**src/sdp_defines.svh**
```systemverilog
// constants for the synthesizer divider programming block
`ifndef SDP_DEFINES_SVH
`define SDP_DEFINES_SVH

`define SDP_CFG_W      20
`define SDP_FEAT_W     8
`define SDP_SYNC_W     39

// counter setting layout, bit 19 is serial bit B0
`define SDP_F_RHI      19:18
`define SDP_F_MHI      17:16
`define SDP_F_PRE      15
`define SDP_F_MLO      14:8
`define SDP_F_RLO      7:4
`define SDP_F_SWL      3:0

// parallel write sections
`define SDP_S_HI       19:16
`define SDP_S_MID      15:8
`define SDP_S_LO       7:0

// feature bits, bit 7 is serial bit B0
`define SDP_FB_PD      4
`define SDP_FB_LOAD    3
`define SDP_FB_MODULUS_SELECT    2
`define SDP_FB_PRES    1
`define SDP_FB_OE      0

// prescaler terminal counts for divide by ten and eleven
`define SDP_TC_TEN     4'h9
`define SDP_TC_ELEVEN  4'ha

`define SDP_CFG_RST    20'h00000
`define SDP_FEAT_RST   8'h00

`endif

```
**src/sdp_pkg.sv**
```systemverilog
// types for the synthesizer divider programming block
`include "sdp_defines.svh"
package sdp_pkg;
  typedef enum logic [1:0] {
    SDP_PARALLEL,
    SDP_SERIAL,
    SDP_DIRECT
  } sdp_mode_e;
  typedef logic [`SDP_CFG_W-1:0]  sdp_cfg_t;
  typedef logic [`SDP_FEAT_W-1:0] sdp_feat_t;
endpackage

```
**src/sdp_top.sv**
```systemverilog
// divider chain and load interface of an integer-n synthesizer
// Behaviour
// - prescaler enabled divides by ten or eleven
// - prescaler disabled: bypass and power it down
// - main ratio is ten times (m+1) plus a, for a up to m+1
// - nine-bit main counter with modulus select
// - bypassed, main count one gives ratio two
// - reference divided by programmed count plus one
// - reference count zero passes reference through
// - mode pins pick parallel, serial or direct
// - parallel strobes capture data into sections
// - fixed bit order for sections and serial
// - parallel hop strobe copies primary to secondary
// - parallel bank select picks primary or secondary
// - parallel feature strobe captures feature byte
// - feature bits act only while enable low
// - serial shifts twenty setting bits, b0 first
// - serial or hop strobe copies primary
// - serial bank select picks primary or secondary
// - serial shifts eight feature bits, b0 first
// - feature buffer loads on feature strobe fall
// - fixed feature bit order
// - direct mode takes counts from pins
// - direct mode forces top count bits zero
// - power down stops all but programming
// - counter load bit loads settings continuously
// - diagnostic pin shows modulus select or prescaler
`timescale 1ns/1ps
module sdp_top (
  input  wire logic       clk_i,
  input  wire logic       rstn_i,
  input  wire logic       rf_in_i,
  input  wire logic       ref_in_i,
  input  wire logic       serial_clock_i,
  input  wire logic       serial_data_i,
  input  wire logic [7:0] data_i,
  input  wire logic       main_high_write_strobe_i,
  input  wire logic       main_low_write_strobe_i,
  input  wire logic       swallow_write_strobe_i,
  input  wire logic       hop_write_strobe_i,
  input  wire logic       feature_write_strobe_i,
  input  wire logic       serial_write_strobe_i,
  input  wire logic       bus_mode_i,
  input  wire logic       shift_mode_i,
  input  wire logic       prescaler_en_n_i,
  input  wire logic       feature_en_n_i,
  input  wire logic       parallel_bank_select_i,
  input  wire logic       serial_bank_select_i,
  input  wire logic [6:0] direct_main_i,
  input  wire logic [3:0] direct_ref_i,
  input  wire logic [3:0] direct_swallow_i,
  output logic            main_div_o,
  output logic            comp_div_o,
  output logic            diag_o,
  output logic            prescaler_off_o
);
  logic [`SDP_SYNC_W-1:0] async_in;
  logic [`SDP_SYNC_W-1:0] sync_out;
  logic [`SDP_SYNC_W-1:0] prev_r;
  logic [`SDP_SYNC_W-1:0] rise;
  logic [`SDP_SYNC_W-1:0] fall;

  logic       rf_s, ref_s, sck_s, sd_s;
  logic [7:0] d_s;
  logic       mh_s, ml_s, sw_s, hop_s, fw_s, srw_s;
  logic       bm_s, sm_s, pre_n_s, fen_n_s, parallel_bank_select_s, serial_bank_select_s;
  logic [6:0] dm_s;
  logic [3:0] dr_s, da_s;

  logic rf_rise, ref_rise, sck_rise;
  logic mh_rise, ml_rise, sw_rise, hop_rise, fw_rise, fw_fall, srw_rise;

  assign async_in = {rf_in_i, ref_in_i, serial_clock_i, serial_data_i,
                     data_i, main_high_write_strobe_i,
                     main_low_write_strobe_i, swallow_write_strobe_i,
                     hop_write_strobe_i, feature_write_strobe_i,
                     serial_write_strobe_i, bus_mode_i, shift_mode_i,
                     prescaler_en_n_i, feature_en_n_i,
                     parallel_bank_select_i, serial_bank_select_i,
                     direct_main_i, direct_ref_i, direct_swallow_i};

  sdp_sync #(
    .W      (`SDP_SYNC_W)
  ) u_sync (
    .clk_i  (clk_i),
    .rstn_i (rstn_i),
    .async_i(async_in),
    .sync_o (sync_out)
  );

  assign {rf_s, ref_s, sck_s, sd_s, d_s, mh_s, ml_s, sw_s, hop_s, fw_s,
          srw_s, bm_s, sm_s, pre_n_s, fen_n_s, parallel_bank_select_s, serial_bank_select_s,
          dm_s, dr_s, da_s} = sync_out;

  // edges of the synchronised pins
  always_ff @(posedge clk_i or negedge rstn_i) begin
    if (!rstn_i) begin
      prev_r <= '0;
    end else begin
      prev_r <= sync_out;
    end
  end

  assign rise = sync_out & ~prev_r;
  assign fall = ~sync_out & prev_r;
  assign {rf_rise, ref_rise, sck_rise} = rise[38:36];
  assign {mh_rise, ml_rise, sw_rise, hop_rise, fw_rise} = rise[26:22];
  assign srw_rise = rise[21];
  assign fw_fall  = fall[22];

  function automatic sdp_pkg::sdp_mode_e mode_of(input logic bm,
                                                 input logic sm);
    if (bm) begin
      return sdp_pkg::SDP_DIRECT;
    end else if (sm) begin
      return sdp_pkg::SDP_SERIAL;
    end
    return sdp_pkg::SDP_PARALLEL;
  endfunction

  sdp_pkg::sdp_mode_e mode;
  assign mode = mode_of(bm_s, sm_s);

  // programming registers
  sdp_pkg::sdp_cfg_t  prim_r, prim_nxt;
  sdp_pkg::sdp_cfg_t  sec_r, sec_nxt;
  sdp_pkg::sdp_feat_t feat_r, feat_nxt;
  sdp_pkg::sdp_feat_t fsh_r, fsh_nxt;

  always_comb begin
    prim_nxt = prim_r;
    sec_nxt  = sec_r;
    feat_nxt = feat_r;
    fsh_nxt  = fsh_r;
    unique case (mode)
      sdp_pkg::SDP_PARALLEL: begin
        if (mh_rise) begin
          prim_nxt[`SDP_S_HI] = d_s[3:0];
        end
        if (ml_rise) begin
          prim_nxt[`SDP_S_MID] = d_s;
        end
        if (sw_rise) begin
          prim_nxt[`SDP_S_LO] = d_s;
        end
        if (hop_rise) begin
          sec_nxt = prim_r;
        end
        if (fw_rise) begin
          feat_nxt = d_s;
        end
      end
      sdp_pkg::SDP_SERIAL: begin
        if (sck_rise && !srw_s) begin
          if (fw_s) begin
            fsh_nxt = {fsh_r[6:0], sd_s};
          end else begin
            prim_nxt = {prim_r[18:0], sd_s};
          end
        end
        if (srw_rise || hop_rise) begin
          sec_nxt = prim_r;
        end
        if (fw_fall) begin
          feat_nxt = fsh_r;
        end
      end
      sdp_pkg::SDP_DIRECT: begin
      end
    endcase
  end

  always_ff @(posedge clk_i or negedge rstn_i) begin
    if (!rstn_i) begin
      prim_r <= `SDP_CFG_RST;
      sec_r  <= `SDP_CFG_RST;
      feat_r <= `SDP_FEAT_RST;
      fsh_r  <= `SDP_FEAT_RST;
    end else begin
      prim_r <= prim_nxt;
      sec_r  <= sec_nxt;
      feat_r <= feat_nxt;
      fsh_r  <= fsh_nxt;
    end
  end

  // divider chain
  sdp_pkg::sdp_feat_t feat_act;
  sdp_pkg::sdp_cfg_t  sel_cfg;
  sdp_pkg::sdp_cfg_t  act_r, act_nxt;
  logic [3:0] presc_r, presc_nxt;
  logic [8:0] main_r, main_nxt;
  logic [3:0] swal_r, swal_nxt;
  logic [5:0] ref_r, ref_nxt;
  logic       fp_r, fp_nxt;
  logic       fc_r, fc_nxt;
  logic       mdo_nxt, cdo_nxt, diag_nxt, poff_nxt;
  logic       pd, oe_off, bypass, modulus_select, tick;
  logic [8:0] act_m;
  logic [5:0] act_rr;

  assign feat_act = fen_n_s ? `SDP_FEAT_RST : feat_r;
  assign pd       = feat_act[`SDP_FB_PD];
  assign oe_off   = feat_act[`SDP_FB_OE];
  assign bypass   = act_r[`SDP_F_PRE];
  assign act_m    = {act_r[`SDP_F_MHI], act_r[`SDP_F_MLO]};
  assign act_rr   = {act_r[`SDP_F_RHI], act_r[`SDP_F_RLO]};
  assign modulus_select     = (swal_r != 4'h0) && !bypass;

  always_comb begin
    unique case (mode)
      sdp_pkg::SDP_DIRECT: begin
        sel_cfg = `SDP_CFG_RST;
        sel_cfg[`SDP_F_PRE] = pre_n_s;
        sel_cfg[`SDP_F_MLO] = dm_s;
        sel_cfg[`SDP_F_RLO] = dr_s;
        sel_cfg[`SDP_F_SWL] = da_s;
      end
      sdp_pkg::SDP_SERIAL: begin
        sel_cfg = serial_bank_select_s ? prim_r : sec_r;
      end
      sdp_pkg::SDP_PARALLEL: begin
        sel_cfg = parallel_bank_select_s ? prim_r : sec_r;
      end
    endcase
  end

  always_comb begin
    act_nxt   = act_r;
    presc_nxt = presc_r;
    main_nxt  = main_r;
    swal_nxt  = swal_r;
    ref_nxt   = ref_r;
    fp_nxt    = fp_r;
    fc_nxt    = fc_r;
    tick      = 1'b0;
    if (feat_act[`SDP_FB_LOAD]) begin
      act_nxt = sel_cfg;
    end
    if (!pd) begin
      if (rf_rise) begin
        fp_nxt = 1'b0;
        // eleven while swallowing, else ten
        tick = bypass ||
               (presc_r == (modulus_select ? `SDP_TC_ELEVEN : `SDP_TC_TEN));
        presc_nxt = (bypass || tick) ? 4'h0 : 4'(presc_r + 4'h1);
        if (tick) begin
          if (main_r >= act_m) begin
            main_nxt = 9'h000;
            fp_nxt   = 1'b1;
            act_nxt  = sel_cfg;
            swal_nxt = sel_cfg[`SDP_F_SWL];
          end else begin
            main_nxt = 9'(main_r + 9'h001);
            if (swal_r != 4'h0) begin
              swal_nxt = 4'(swal_r - 4'h1);
            end
          end
        end
      end
      if (ref_rise) begin
        if (ref_r >= act_rr) begin
          ref_nxt = 6'h00;
          fc_nxt  = 1'b1;
        end else begin
          ref_nxt = 6'(ref_r + 6'h01);
          fc_nxt  = 1'b0;
        end
      end
    end
    mdo_nxt  = fp_nxt && !oe_off && !pd;
    cdo_nxt  = ((act_rr == 6'h00) ? ref_s : fc_nxt)
               && !oe_off && !pd;
    poff_nxt = bypass || pd;
    if (pd) begin
      diag_nxt = 1'b0;
    end else if (feat_act[`SDP_FB_PRES]) begin
      diag_nxt = (presc_r == 4'h0) && !bypass;
    end else if (feat_act[`SDP_FB_MODULUS_SELECT]) begin
      diag_nxt = modulus_select;
    end else begin
      diag_nxt = 1'b0;
    end
  end

  always_ff @(posedge clk_i or negedge rstn_i) begin
    if (!rstn_i) begin
      act_r           <= `SDP_CFG_RST;
      presc_r         <= 4'h0;
      main_r          <= 9'h000;
      swal_r          <= 4'h0;
      ref_r           <= 6'h00;
      fp_r            <= 1'b0;
      fc_r            <= 1'b0;
      main_div_o      <= 1'b0;
      comp_div_o      <= 1'b0;
      diag_o          <= 1'b0;
      prescaler_off_o <= 1'b0;
    end else begin
      act_r           <= act_nxt;
      presc_r         <= presc_nxt;
      main_r          <= main_nxt;
      swal_r          <= swal_nxt;
      ref_r           <= ref_nxt;
      fp_r            <= fp_nxt;
      fc_r            <= fc_nxt;
      main_div_o      <= mdo_nxt;
      comp_div_o      <= cdo_nxt;
      diag_o          <= diag_nxt;
      prescaler_off_o <= poff_nxt;
    end
  end
endmodule

```
**src/sdp_sync.sv**
```systemverilog
// two flip-flop synchroniser for pin inputs
`timescale 1ns/1ps
module sdp_sync #(
  parameter int W = 1
) (
  input  wire logic         clk_i,
  input  wire logic         rstn_i,
  input  wire logic [W-1:0] async_i,
  output logic      [W-1:0] sync_o
);
  logic [W-1:0] meta_r;
  logic [W-1:0] meta_nxt;
  logic [W-1:0] sync_nxt;

  always_comb begin
    meta_nxt = async_i;
    sync_nxt = meta_r;
  end

  always_ff @(posedge clk_i or negedge rstn_i) begin
    if (!rstn_i) begin
      meta_r <= '0;
      sync_o <= '0;
    end else begin
      meta_r <= meta_nxt;
      sync_o <= sync_nxt;
    end
  end
endmodule

```
**config.mk**
```make
export PLATFORM = sky130hd
export DESIGN_NAME = sdp_top
export DESIGN_NICKNAME = d
export VERILOG_FILES = /design/src/sdp_pkg.sv /design/src/sdp_top.sv /design/src/sdp_sync.sv
export VERILOG_INCLUDE_DIRS = /design/src
export SDC_FILE = /design/constraint.sdc
export NUM_CORES = 1
export LEC_CHECK = 0
export BUFFER_PORTS_ARGS = -buffer_cell sky130_fd_sc_hd__buf_2
export CAP_MARGIN = 20
export CORE_UTILIZATION = 50
export CTS_CLUSTER_SIZE = 28
export DETAILED_ROUTE_END_ITERATION = 12
export PLACE_DENSITY = 0.79
export SLEW_MARGIN = 25
export SYNTH_ARGS = -nofsm -noshare
export SYNTH_HDL_FRONTEND = slang
export SYNTH_SLANG_ARGS = --single-unit
```
**constraint.sdc**
```tcl
create_clock -name clk_i -period 2.15 [get_ports clk_i]
set_clock_uncertainty 0.15 [all_clocks]
set_input_delay 0.3225 -clock clk_i [delete_from_list [all_inputs] [get_ports clk_i]]
set_output_delay 0.3225 -clock clk_i [all_outputs]
set_load 0.02 [all_outputs]
```
After elaboration in Yosys (flattened, before gate mapping)
Cells that the tools add are included.

Bits in registers: 216. Bits in latches: 0. RAM bits: 0. Bits in read-only memories: 0. Input port bits: 41. Memories kept: 0.

Add/subtract/negate cells: 4. $mul: 0. Divide/modulo/power cells: 0. $lt $le $gt $ge: 2. Equal/unequal tests: 12. Shift-type cells: 0. Muxes and demuxes: 43. Bitwise gates (word level): 5. Reduce and logical (&&, ||, !) cells: 31.

Operator list (count): $mux 20 (11); $pmux 20 s2 (2); $pmux 20 s3 (1); $and 39x39->39 (1); $not 39->39 (1); $and 23x23->23 (1); $not 23->23 (1); $ne 2x2->1 const B (9); $mux 4 (4); $mux 8 (2); $reduce_and 4->1 (4); $mux 5 (3); $mux 1 (13); $reduce_and 3->1 (4); $pmux 5 s2 (1); $add 9x1->9 const B (1); $ge 9x9->1 (1); $mux 9 (1); $mux 2 (4); $logic_and 1x1->1 (7); $add 6x1->6 const B (1); $ge 6x6->1 (1); $logic_not 6->1 (1); $mux 6 (1); 13 further kinds (21).

Logic depth before layout (Yosys ltp)
Gate-level depths: netlist of the first run.

Depth after elaboration: 10. Mapped depth: 10. Mapped depth without buffers: 8.

Modules after synthesis
A second synthesis of the first run with hierarchy kept.

Cells, all modules: 579. Area, all modules: 7219.4 um^2.

Modules (own cells, without submodules): sdp_top (times used 1, cells each 501, area an instance 5267.6 um^2, sequential area each 2602.5 um^2); sdp_sync (times used 1, cells each 78, area an instance 1951.9 um^2, sequential area each 1951.9 um^2).

Least setup slack after synthesis of the first run
Ideal clock, no wire load.

Path type: reg-to-reg. Start: reg main_r[8]. End: reg swal_r[0]. Data arrival time: 2.088 ns. Data required time: 1.880 ns. Setup slack: -0.209 ns. Stages on the path, launching flop included: 9. Path buffers: 1. Cell sequence: dfrtp_1 > ha_1 > a211oi_2 > o211ai_1 > a41o_1 > and2_1 > buf_6 > or4_1 > o211a_1.

Cells in the longest elaborated chain, start to end: 3.

Ends and longest elaborated chain: start, declared (RTL line sdp_top.sv:192) `logic [8:0] main_r, main_nxt;`; start signal, assigned (RTL line sdp_top.sv:302) `main_r <= main_nxt;`; $ge 9x9->1 (*) (RTL line sdp_top.sv:248) `if (main_r >= act_m) begin`; $reduce_bool 2->1 (no source line); $reduce_and 4->1 (no source line); end signal, assigned (RTL line sdp_top.sv:303) `swal_r <= swal_nxt;`; end, declared (RTL line sdp_top.sv:193) `logic [3:0] swal_r, swal_nxt;`.

Mark *: on every way between the ends. The rest lies on a longest branch, timed or not. A chain may end at the register's enable or synchronous reset.

Worst setup path after layout of the first run
Start: reg act_r[17]. End: reg swal_r[0].

Cells in the longest elaborated chain, start to end: 3.

Ends and longest elaborated chain: start, declared (RTL line sdp_top.sv:190) `sdp_pkg::sdp_cfg_t act_r, act_nxt;`; start signal, assigned (RTL line sdp_top.sv:288) `` act_r <= `SDP_CFG_RST; ``; start signal, assigned (RTL line sdp_top.sv:300) `act_r <= act_nxt;`; $ge 9x9->1 (*) (RTL line sdp_top.sv:248); $reduce_bool 2->1 (no source line); $reduce_and 4->1 (no source line).

Marks and branches as above.

==> results of run 1 <==
==> power groups by stage <==
stage	clock network [mW]	logic [mW]	registers [mW]
after floorplan	0	1.34	4.45
after global placement	0	1.96	4.51
after detailed placement	0	2.08	4.56
after CTS	3.14	2.36	4.50
after global routing	3.30	2.82	4.60
final	3.08	2.55	4.53
==> cell type report <==
type,instances,share of cell area [%]
Timing Repair Buffer,137,12.1
Multi-Input combinational cell,358,27.7
Clock inverter,14,1.86
Tap cell,180,2.48
Sequential cell,182,50.1
Clock buffer,18,4.83
Inverter,24,0.991
==> synthesized netlist by cell type (2+ instances only) <==
library cell,number
dfrtp_1,182
a21oi_1,72
nor2_1,49
nand2_1,33
o21ai_0,33
mux2_2,28
inv_1,24
mux2i_1,24
ha_1,20
nor2b_1,20
clkbuf_1,11
a22o_1,10
and3_1,8
o31ai_1,8
nand2b_1,7
buf_2,5
nand3_1,5
nand3b_1,4
nor3_1,4
o21a_1,4
buf_1,3
or3b_2,3
nand4_1,2
nor3b_1,2
nor4_1,2
o2111ai_1,2
o211a_1,2
or4_1,2
==> stage by stage <==
stage	TNS [ns]	setup slack (ns)	hold slack, ns	util [%]	std cells
floorplan	-0.0941	-0.0941	-0.123	-	585
global placement	-0.0637	-0.0497	0.107	56.5	830
detailed placement	-1.51	-0.156	0.111	56.5	830
CTS	-0.763	-0.133	0.200	64.6	906
global route	-3.44	-0.200	0.204	65.5	913
finish	-1.09	-0.0959	0.198	65.5	913
==> registers in the layout, summed over array words and instances, names as in the netlist <==
register and flops:
u_sync.meta_r 39, prim_r 20, ref_r 6, act_r 16
diag_o 1, feat_r 5, prescaler_off_o 1, comp_div_o 1
main_r 9, swal_r 4, fsh_r 5, prev_r 9
main_div_o 1, sec_r 20, fp_r 1, fc_r 1
u_sync.sync_o 39, presc_r 4
==> layer usage <==
metal  routed length, um  vias up
met4                 411        0
met3                 507       35
met2                7410      114
met1                6250     2417
met5                   0        -
li1                    -     2310
==> what timing repair did <==
action,CTS,global route
setup buffers,4,6
setup endpoints to repair,36,34
gates resized for setup,16,18
hold endpoints to repair,79,0
pin swaps,11,11
cloned,0,1
hold buffers,40,0
==> path summary, 6_finish.rpt <==
path | start | endpoint | slack (ns)
max in group asynchronous | rstn_i | u_sync.meta_r[12]$_DFF_PN0_ | 0.97
min in group asynchronous | rstn_i | act_r[7]$_DFF_PN0_ | 0.21
setup / recovery | act_r[17]$_DFF_PN0_ | swal_r[0]$_DFFE_PN0P_ | -0.1
setup reg to reg | act_r[17]$_DFF_PN0_ | swal_r[0]$_DFFE_PN0P_ | -0.1
hold reg to reg | u_sync.meta_r[24]$_DFF_PN0_ | u_sync.sync_o[24]$_DFF_PN0_ | 0.20
hold / removal | u_sync.meta_r[24]$_DFF_PN0_ | u_sync.sync_o[24]$_DFF_PN0_ | 0.20
==> cells by family after synthesis <==
| kind of cell | count (synthesis) | share of synthesized area, % |
|---|---|---|
| DFF | 182 | 64.1 |
| and+or+nand+nor | 146 | 10.1 |
| AOI/OAI and AO/OA | 140 | 11.9 |
| muxes | 52 | 7.81 |
| buffers and inverters | 45 | 2.62 |
| adders and majority gates | 20 | 3.52 |
==> results.toml, run 1 <==
[run_status]
status = "finished, violations left"
violations = "negative setup slack"

[timing]
worst_slew_pin_slew_ns = 0.417
layout_setup_ws_ns = -0.0959
rsz0062_at_grt = "yes"
post-route-min-period_ns = 2.25
slew_viol_final = 0
clock.fmax_mhz = 445
fin_crit_sh_pct = 104
setup-violations-final = 21
hold_viol_final = 0
slew_headroom_pct = 72.1

[final_layout]
area_growth_pct = 27.9
diodes = 0
seqCellArea_sq_mm = 0.00455
layout.nets = 781
layout-drive-gt1-share_pct = 25.2
multi_input_area_sq_mm = 0.00251
final_common_cell = "dfrtp_1"
layout_common_cells = "dfrtp_1, a21oi_1, nor2_1"
nFillCells = 982
final_area_sq_mm = 0.00909

[setup_path]
critical_path_depth = 8
crit_fanout = 4
arrival_ns = 2.41
rr_worst_depth = 8
cp.required_ns = 2.32
startpoint_type = "register"
critPathMaxStageDelay_ns = 0.50
slowest_stage = "or4_1"
worstPathBufferInverterCount = 1
end_kind = "register"
critPathTopFamily = "simple AND/OR/NAND/NOR gates"
crit_chain = "inv_2, ha_4, a211oi_2, o211ai_1, a41o_1, and2_4, or4_1, o211a_1"
crit_type = "register to register"

[clock_tree]
root_buffer = "clkbuf_16"
clk_latency_ns = 0.43
htreeDepth = 4
cts_tree = "done"
clk_path_buf_depth = 2
numCtsBuffers = 17
cts.clk_slew.worst_paths_ns = 0.07
clock_sinks = 182

[worst_hold_path]
holdPathStages = 0
hp-class = "register to register"

[power_and_ir_drop]
switchingPower_mw = 3.14
swShare_pct = 30.9
p_leak_nw = 4.19
powerDensity_mw_per_mm2 = 1120
total_power_mw = 10.2
p_seq_share_pct = 44.6
ir_worst_vdd_mv = 0.747
combPwrFrac_pct = 25.1
p_int_mw = 7.02
p_clk_share_pct = 30.3

[floorplanning]
die_area_sq_mm = 0.0147
core-area_sq_mm = 0.0139
rows = 43
dieHeight_um = 121
die_w_um = 121
io_pins = 45
start_util_pct = 51.2

[placement]
dp_hpwl_mm = 9.23
io_buffers = 44
place.gp.congestion = 0.837
placed_area_sq_mm = 0.00785

[global_routing]
track_usage_pct = 21.7
grt_pass1_vias = 4998
met1_usage_pct = 27.2
met2_usage_pct = 35.9
grt_max_degree = 63
top_usage_layer = "met2"
use_met3_pct = 5.08
antenna_found_initial = 0
grt_pass1_wl_mm = 24.2
overflow = 0

[synth]
syn_inst = 585
ys_ff_latch = 182
synthArstFlopShare_pct = 100
synth_top_area_cell = "dfrtp_1"
yosys-top-cells-area = "dfrtp_1, a21oi_1, mux2_2"
ys_warn_count = 0
synth_nets = 646
synth-edff-count = 0
synth_area_sq_mm = 0.00711
ys_types = 44
synth_top_area_share_pct = 64.1
syn_area_per_cell_sq_um = 12.2
synth-seq-area-share_pct = 64.1
synth_flop_cell = "dfrtp_1"

[detailed_routing]
vias = 4876
drc = 0
post_drt_wl_per_cell_um = 16.0
vias_per_cell = 5.34
firstDrtPassIters = 7
drtIter0Drc = 366
routed_wl_mm = 14.6
ant_nets = 0

[job]
drv_cap = 0
Note: power is estimated with default switching activity, not from simulation.
==> inputs of run 2 (changes only) <==
CORE_ASPECT_RATIO = 0.75   (was default)
==> results.toml, run 2 (synthesis results as in run 1) <==
[timing]
rsz0062_at_grt = "yes"
hold_viol_final = 0
setup-violations-final = 30
slew_headroom_pct = 72.3
worst_slew_pin_slew_ns = 0.415
slew_viol_final = 0
fin_crit_sh_pct = 108
layout_setup_ws_ns = -0.170
clock.fmax_mhz = 431
tns_ns = -2.60
post-route-min-period_ns = 2.32

[final_layout]
final_area_sq_mm = 0.00928
layout.nets = 786
nFillCells = 906
area_growth_pct = 30.5
diodes = 0
layout-drive-gt1-share_pct = 27.8
multi_input_area_sq_mm = 0.00260
layout_common_cells = "dfrtp_1, a21oi_1, nor2_1"
reg_top3 = "u_sync.meta_r x39, u_sync.sync_o x39"
final_common_cell = "dfrtp_1"
seqCellArea_sq_mm = 0.00456
fin_cells = 913

[run_status]
status = "finished, violations left"
violations = "negative setup slack"

[detailed_routing]
firstDrtPassIters = 5
post_drt_wl_per_cell_um = 17.4
drtIter0Drc = 354
ant_nets = 0
vias = 4944
drc = 0
routed_wl_mm = 15.9
vias_per_cell = 5.42

[floorplanning]
core-area_sq_mm = 0.0138
start_util_pct = 51.5
die_w_um = 140
die_area_sq_mm = 0.0147
io_pins = 45
rows = 37
dieHeight_um = 105

[worst_hold_path]
hold_start = "u_sync.meta_r[6]$_DFF_PN0_"
holdPathStages = 0
hp-class = "register to register"
min_to = "u_sync.sync_o[6]$_DFF_PN0_"

[setup_path]
crit_type = "register to register"
r2r_slack_ns = -0.17
timing.rr.end = "swal_r[0]$_DFFE_PN0P_"
arrival_ns = 2.49
cp.required_ns = 2.31
slowest_stage = "or4_4"
rr_worst_depth = 8
r2r_start = "act_r[10]$_DFF_PN0_"
crit_chain = "inv_1, ha_4, a21oi_2, o21ai_2, a41o_1, and2_4, or4_4, o211a_1"
crit_fanout = 3
critPathMaxStageDelay_ns = 0.51
startpoint_type = "register"
end_kind = "register"
critPathTopFamily = "simple AND/OR/NAND/NOR gates"
worstPathBufferInverterCount = 1

[clock_tree]
clk_path_buf_depth = 2
numCtsBuffers = 17
cts.clk_slew.worst_paths_ns = 0.09
clk_latency_ns = 0.44
clock_sinks = 182
cts_tree = "done"
htreeDepth = 4
root_buffer = "clkbuf_16"

[placement]
dp_cells = 824
io_buffers = 44
dp_hpwl_mm = 9.18
place.gp.congestion = 0.794
placed_area_sq_mm = 0.00784

[power_and_ir_drop]
p_int_mw = 7.21
p_leak_nw = 4.25
switchingPower_mw = 3.47
combPwrFrac_pct = 26.9
p_seq_share_pct = 42.7
ir_worst_vdd_mv = 0.643
powerDensity_mw_per_mm2 = 1150
p_clk_share_pct = 30.4
swShare_pct = 32.5

[global_routing]
grt_pass1_vias = 5179
antenna_found_initial = 0
grt_max_degree = 77
track_usage_pct = 22.0
overflow = 0
grt_pass1_wl_mm = 24.9

[job]
drv_cap = 0
-- run 2: cell types whose count changed in the layout (fill, tap and decap cells not counted), moves of 5 or more --
| cell | delta |
|---|---|
| nand2_2 | +5 |
| buf_6 | +5 |
| o21ai_1 | +14 |
| nand2_1 | -5 |
| o21ai_0 | -19 |
| o21ai_2 | +5 |
-- run 2: final cells by class --
class	count	share of cell area, %
inverters	24	0.971
repair buffers	141	12.5
well taps	175	2.36
multi-input cells	359	28.1
clock buffers	17	4.59
flip-flops and latches	182	49.1
clock inverters	15	2.43
-- run 2: power groups by stage --
stage               Sequential [mW]  Combinational (mW)  Clock (mW)
finish                         4.56                2.87        3.25
global route                   4.63                3.13        3.46
CTS                            4.51                2.37        3.30
detailed placement             4.56                2.09           0
global placement               4.50                1.96           0
floorplan                      4.45                1.34           0
-- run 2: worst max-delay path by stage --
stage                                      from               endpoint  slack, ns  cells after the start
after floorplan             act_r[17]$_DFF_PN0_  swal_r[0]$_DFFE_PN0P_      -0.09                      9
after global placement    swal_r[0]$_DFFE_PN0P_  swal_r[0]$_DFFE_PN0P_      -0.05                      8
after detailed placement    act_r[10]$_DFF_PN0_  swal_r[0]$_DFFE_PN0P_      -0.15                      8
after CTS                   act_r[17]$_DFF_PN0_  swal_r[0]$_DFFE_PN0P_      -0.08                      8
after global routing        act_r[14]$_DFF_PN0_    act_r[16]$_DFF_PN0_      -0.22                     10
final                       act_r[10]$_DFF_PN0_  swal_r[0]$_DFFE_PN0P_      -0.17                      8
-- run 2: metal layers --
metal | track usage [%] | wire length (um)
met5 | 0 | 0
met4 | 7.30 | 360
met3 | 4.59 | 608
met2 | 38.0 | 8130
met1 | 27.8 | 6790
-- run 2: what timing repair did --
item / in CTS / in global routing
setup endpoints to repair: 34 / 36
hold buffers: 40 / 0
endpoints found under the hold margin: 75 / 0
cloned: 0 / 3
pin swaps: 8 / 17
buffers inserted: 5 / 12
gates resized for setup: 16 / 61
-- run 2: stage by stage --
step | power [mW] | util (%) | hold slack (ns) | setup slack, ns
after floorplan | 5.78 | - | -0.123 | -0.0941
after global placement | 6.47 | 56.8 | 0.106 | -0.0503
after detailed placement | 6.65 | 56.8 | 0.113 | -0.151
after CTS | 10.2 | 65.1 | 0.200 | -0.0821
after global routing | 11.2 | 67.3 | 0.204 | -0.218
final | 10.7 | 67.3 | 0.199 | -0.170
==> inputs of run 3 (changes only) <==
REMOVE_ABC_BUFFERS = 1   (was default)
==> results.toml, run 3 (synthesis results as in run 1) <==
[run_status]
status = "finished, violations left"
violations = "negative setup slack"

[setup_path]
crit_type = "register to register"
arrival_ns = 2.43
r2r_slack_ns = -0.1
crit_fanout = 9
cp.required_ns = 2.33
end_kind = "register"
startpoint_type = "register"

[floorplanning]
dieHeight_um = 105
die_area_sq_mm = 0.0147
rows = 37
core-area_sq_mm = 0.0138
start_util_pct = 51.5
die_w_um = 140
io_pins = 45

[timing]
fin_crit_sh_pct = 104
worst_slew_pin_slew_ns = 0.595
clock.fmax_mhz = 445
layout_setup_ws_ns = -0.0953
rsz0062_at_grt = "yes"
slew_headroom_pct = 60.3
hold_viol_final = 0
slew_viol_final = 0
post-route-min-period_ns = 2.25
setup-violations-final = 20

[global_routing]
grt_max_degree = 48
grt_pass1_vias = 5070
track_usage_pct = 22.0
overflow = 0
antenna_found_initial = 0
grt_pass1_wl_mm = 25.1

[placement]
dp_cells = 825
place.gp.congestion = 0.812
io_buffers = 44
dp_hpwl_mm = 9.36

[final_layout]
layout-drive-gt1-share_pct = 28.5
area_growth_pct = 31.5
layout_common_cells = "dfrtp_1, a21oi_1, buf_4"
layout.nets = 792
diodes = 0
final_util_pct = 67.7
final_common_cell = "dfrtp_1"
reg_top3 = "u_sync.meta_r x39, u_sync.sync_o x39"
fin_cells = 919

[detailed_routing]
firstDrtPassIters = 6
top_layer_used = "met4"
vias_per_cell = 5.53
vias = 5083
drtIter0Drc = 389
routed_wl_mm = 15.8
wl_met1_mm = 6.80
drc = 0
ant_nets = 0
post_drt_wl_per_cell_um = 17.2
dr_wl_met3_um = 797
wl_met2_mm = 7.85

[clock_tree]
numCtsBuffers = 17
clk_latency_ns = 0.43
htreeDepth = 4
cts.clk_slew.worst_paths_ns = 0.07
clk_path_buf_depth = 2
cts_tree = "done"
clock_sinks = 182
root_buffer = "clkbuf_16"

[power_and_ir_drop]
powerDensity_mw_per_mm2 = 1130
ir_worst_vdd_mv = 0.598
p_leak_nw = 4.27

[worst_hold_path]
hp-class = "register to register"

[job]
drv_cap = 0
## run 3: repair_timing
item | CTS | global route
pin swaps | 12 | 19
setup endpoints to repair | 36 | 35
gates resized for setup | 34 | 46
buffers inserted | 5 | 15
cloned | 2 | 2
endpoints found under the hold margin | 82 | 0
hold buffers | 40 | 0
## run 3: stage by stage
stage	TNS [ns]	area, sq um	power (mW)	hold WS, ns	setup WS (ns)
3_5_place_dp	-5.85	7840	6.65	0.143	-0.284
6_report	-1.33	9350	10.5	0.199	-0.0953
3_3_place_gp	-3.11	7840	6.46	0.137	-0.160
4_1_cts	-1.04	9060	10.1	0.200	-0.0925
2_1_floorplan	-38.54	7010	5.74	-0.123	-0.915
5_1_grt	-3.11	9350	11.1	0.201	-0.162
## run 3: worst paths after layout
check | end | depth (start not counted) | from
setup / recovery | act_r[17]$_DFF_PN0_ | 10 | swal_r[0]$_DFFE_PN0P_
hold / removal | u_sync.sync_o[8]$_DFF_PN0_ | 0 | u_sync.meta_r[8]$_DFF_PN0_
setup reg to reg | act_r[17]$_DFF_PN0_ | 10 | swal_r[0]$_DFFE_PN0P_
hold reg to reg | u_sync.sync_o[8]$_DFF_PN0_ | 0 | u_sync.meta_r[8]$_DFF_PN0_
max in group asynchronous | prim_r[19]$_DFFE_PN0P_ | 3 | rstn_i
min in group asynchronous | main_r[0]$_DFFE_PN0P_ | 2 | rstn_i
## run 3: where the power goes
group          internal [mW]  switching (mW)
clock                   1.69            1.41
combinational           1.48            1.38
sequential              4.05           0.513
total                   7.22            3.31
## run 3: final cells by class
| cell class | instances | area (sq um) |
|---|---|---|
| fill | 967 | 4450 |
| clock inverter | 13 | 151 |
| multi-input combinational | 358 | 2620 |
| sequential | 182 | 4560 |
| inverter | 24 | 90.1 |
| clock buffer | 19 | 443 |
| tap | 175 | 219 |
| timing repair buffer | 148 | 1260 |
## run 3: critical path, cell delays in order (launching register included)
cell and delay, ns:
dfrtp_1 0.40, inv_2 0.08, ha_4 0.14, or3b_4 0.38, nand4_1 0.14, a31oi_4 0.14
a32oi_4 0.28, buf_12 0.18, buf_16 0.13, nand2_1 0.07, o31ai_2 0.06
## run 3: metal layers
metal	track usage [%]	vias up
li1	-	2338
met1	29.5	2524
met2	36.1	185
met3	4.45	36
met4	7.46	0
met5	0	-
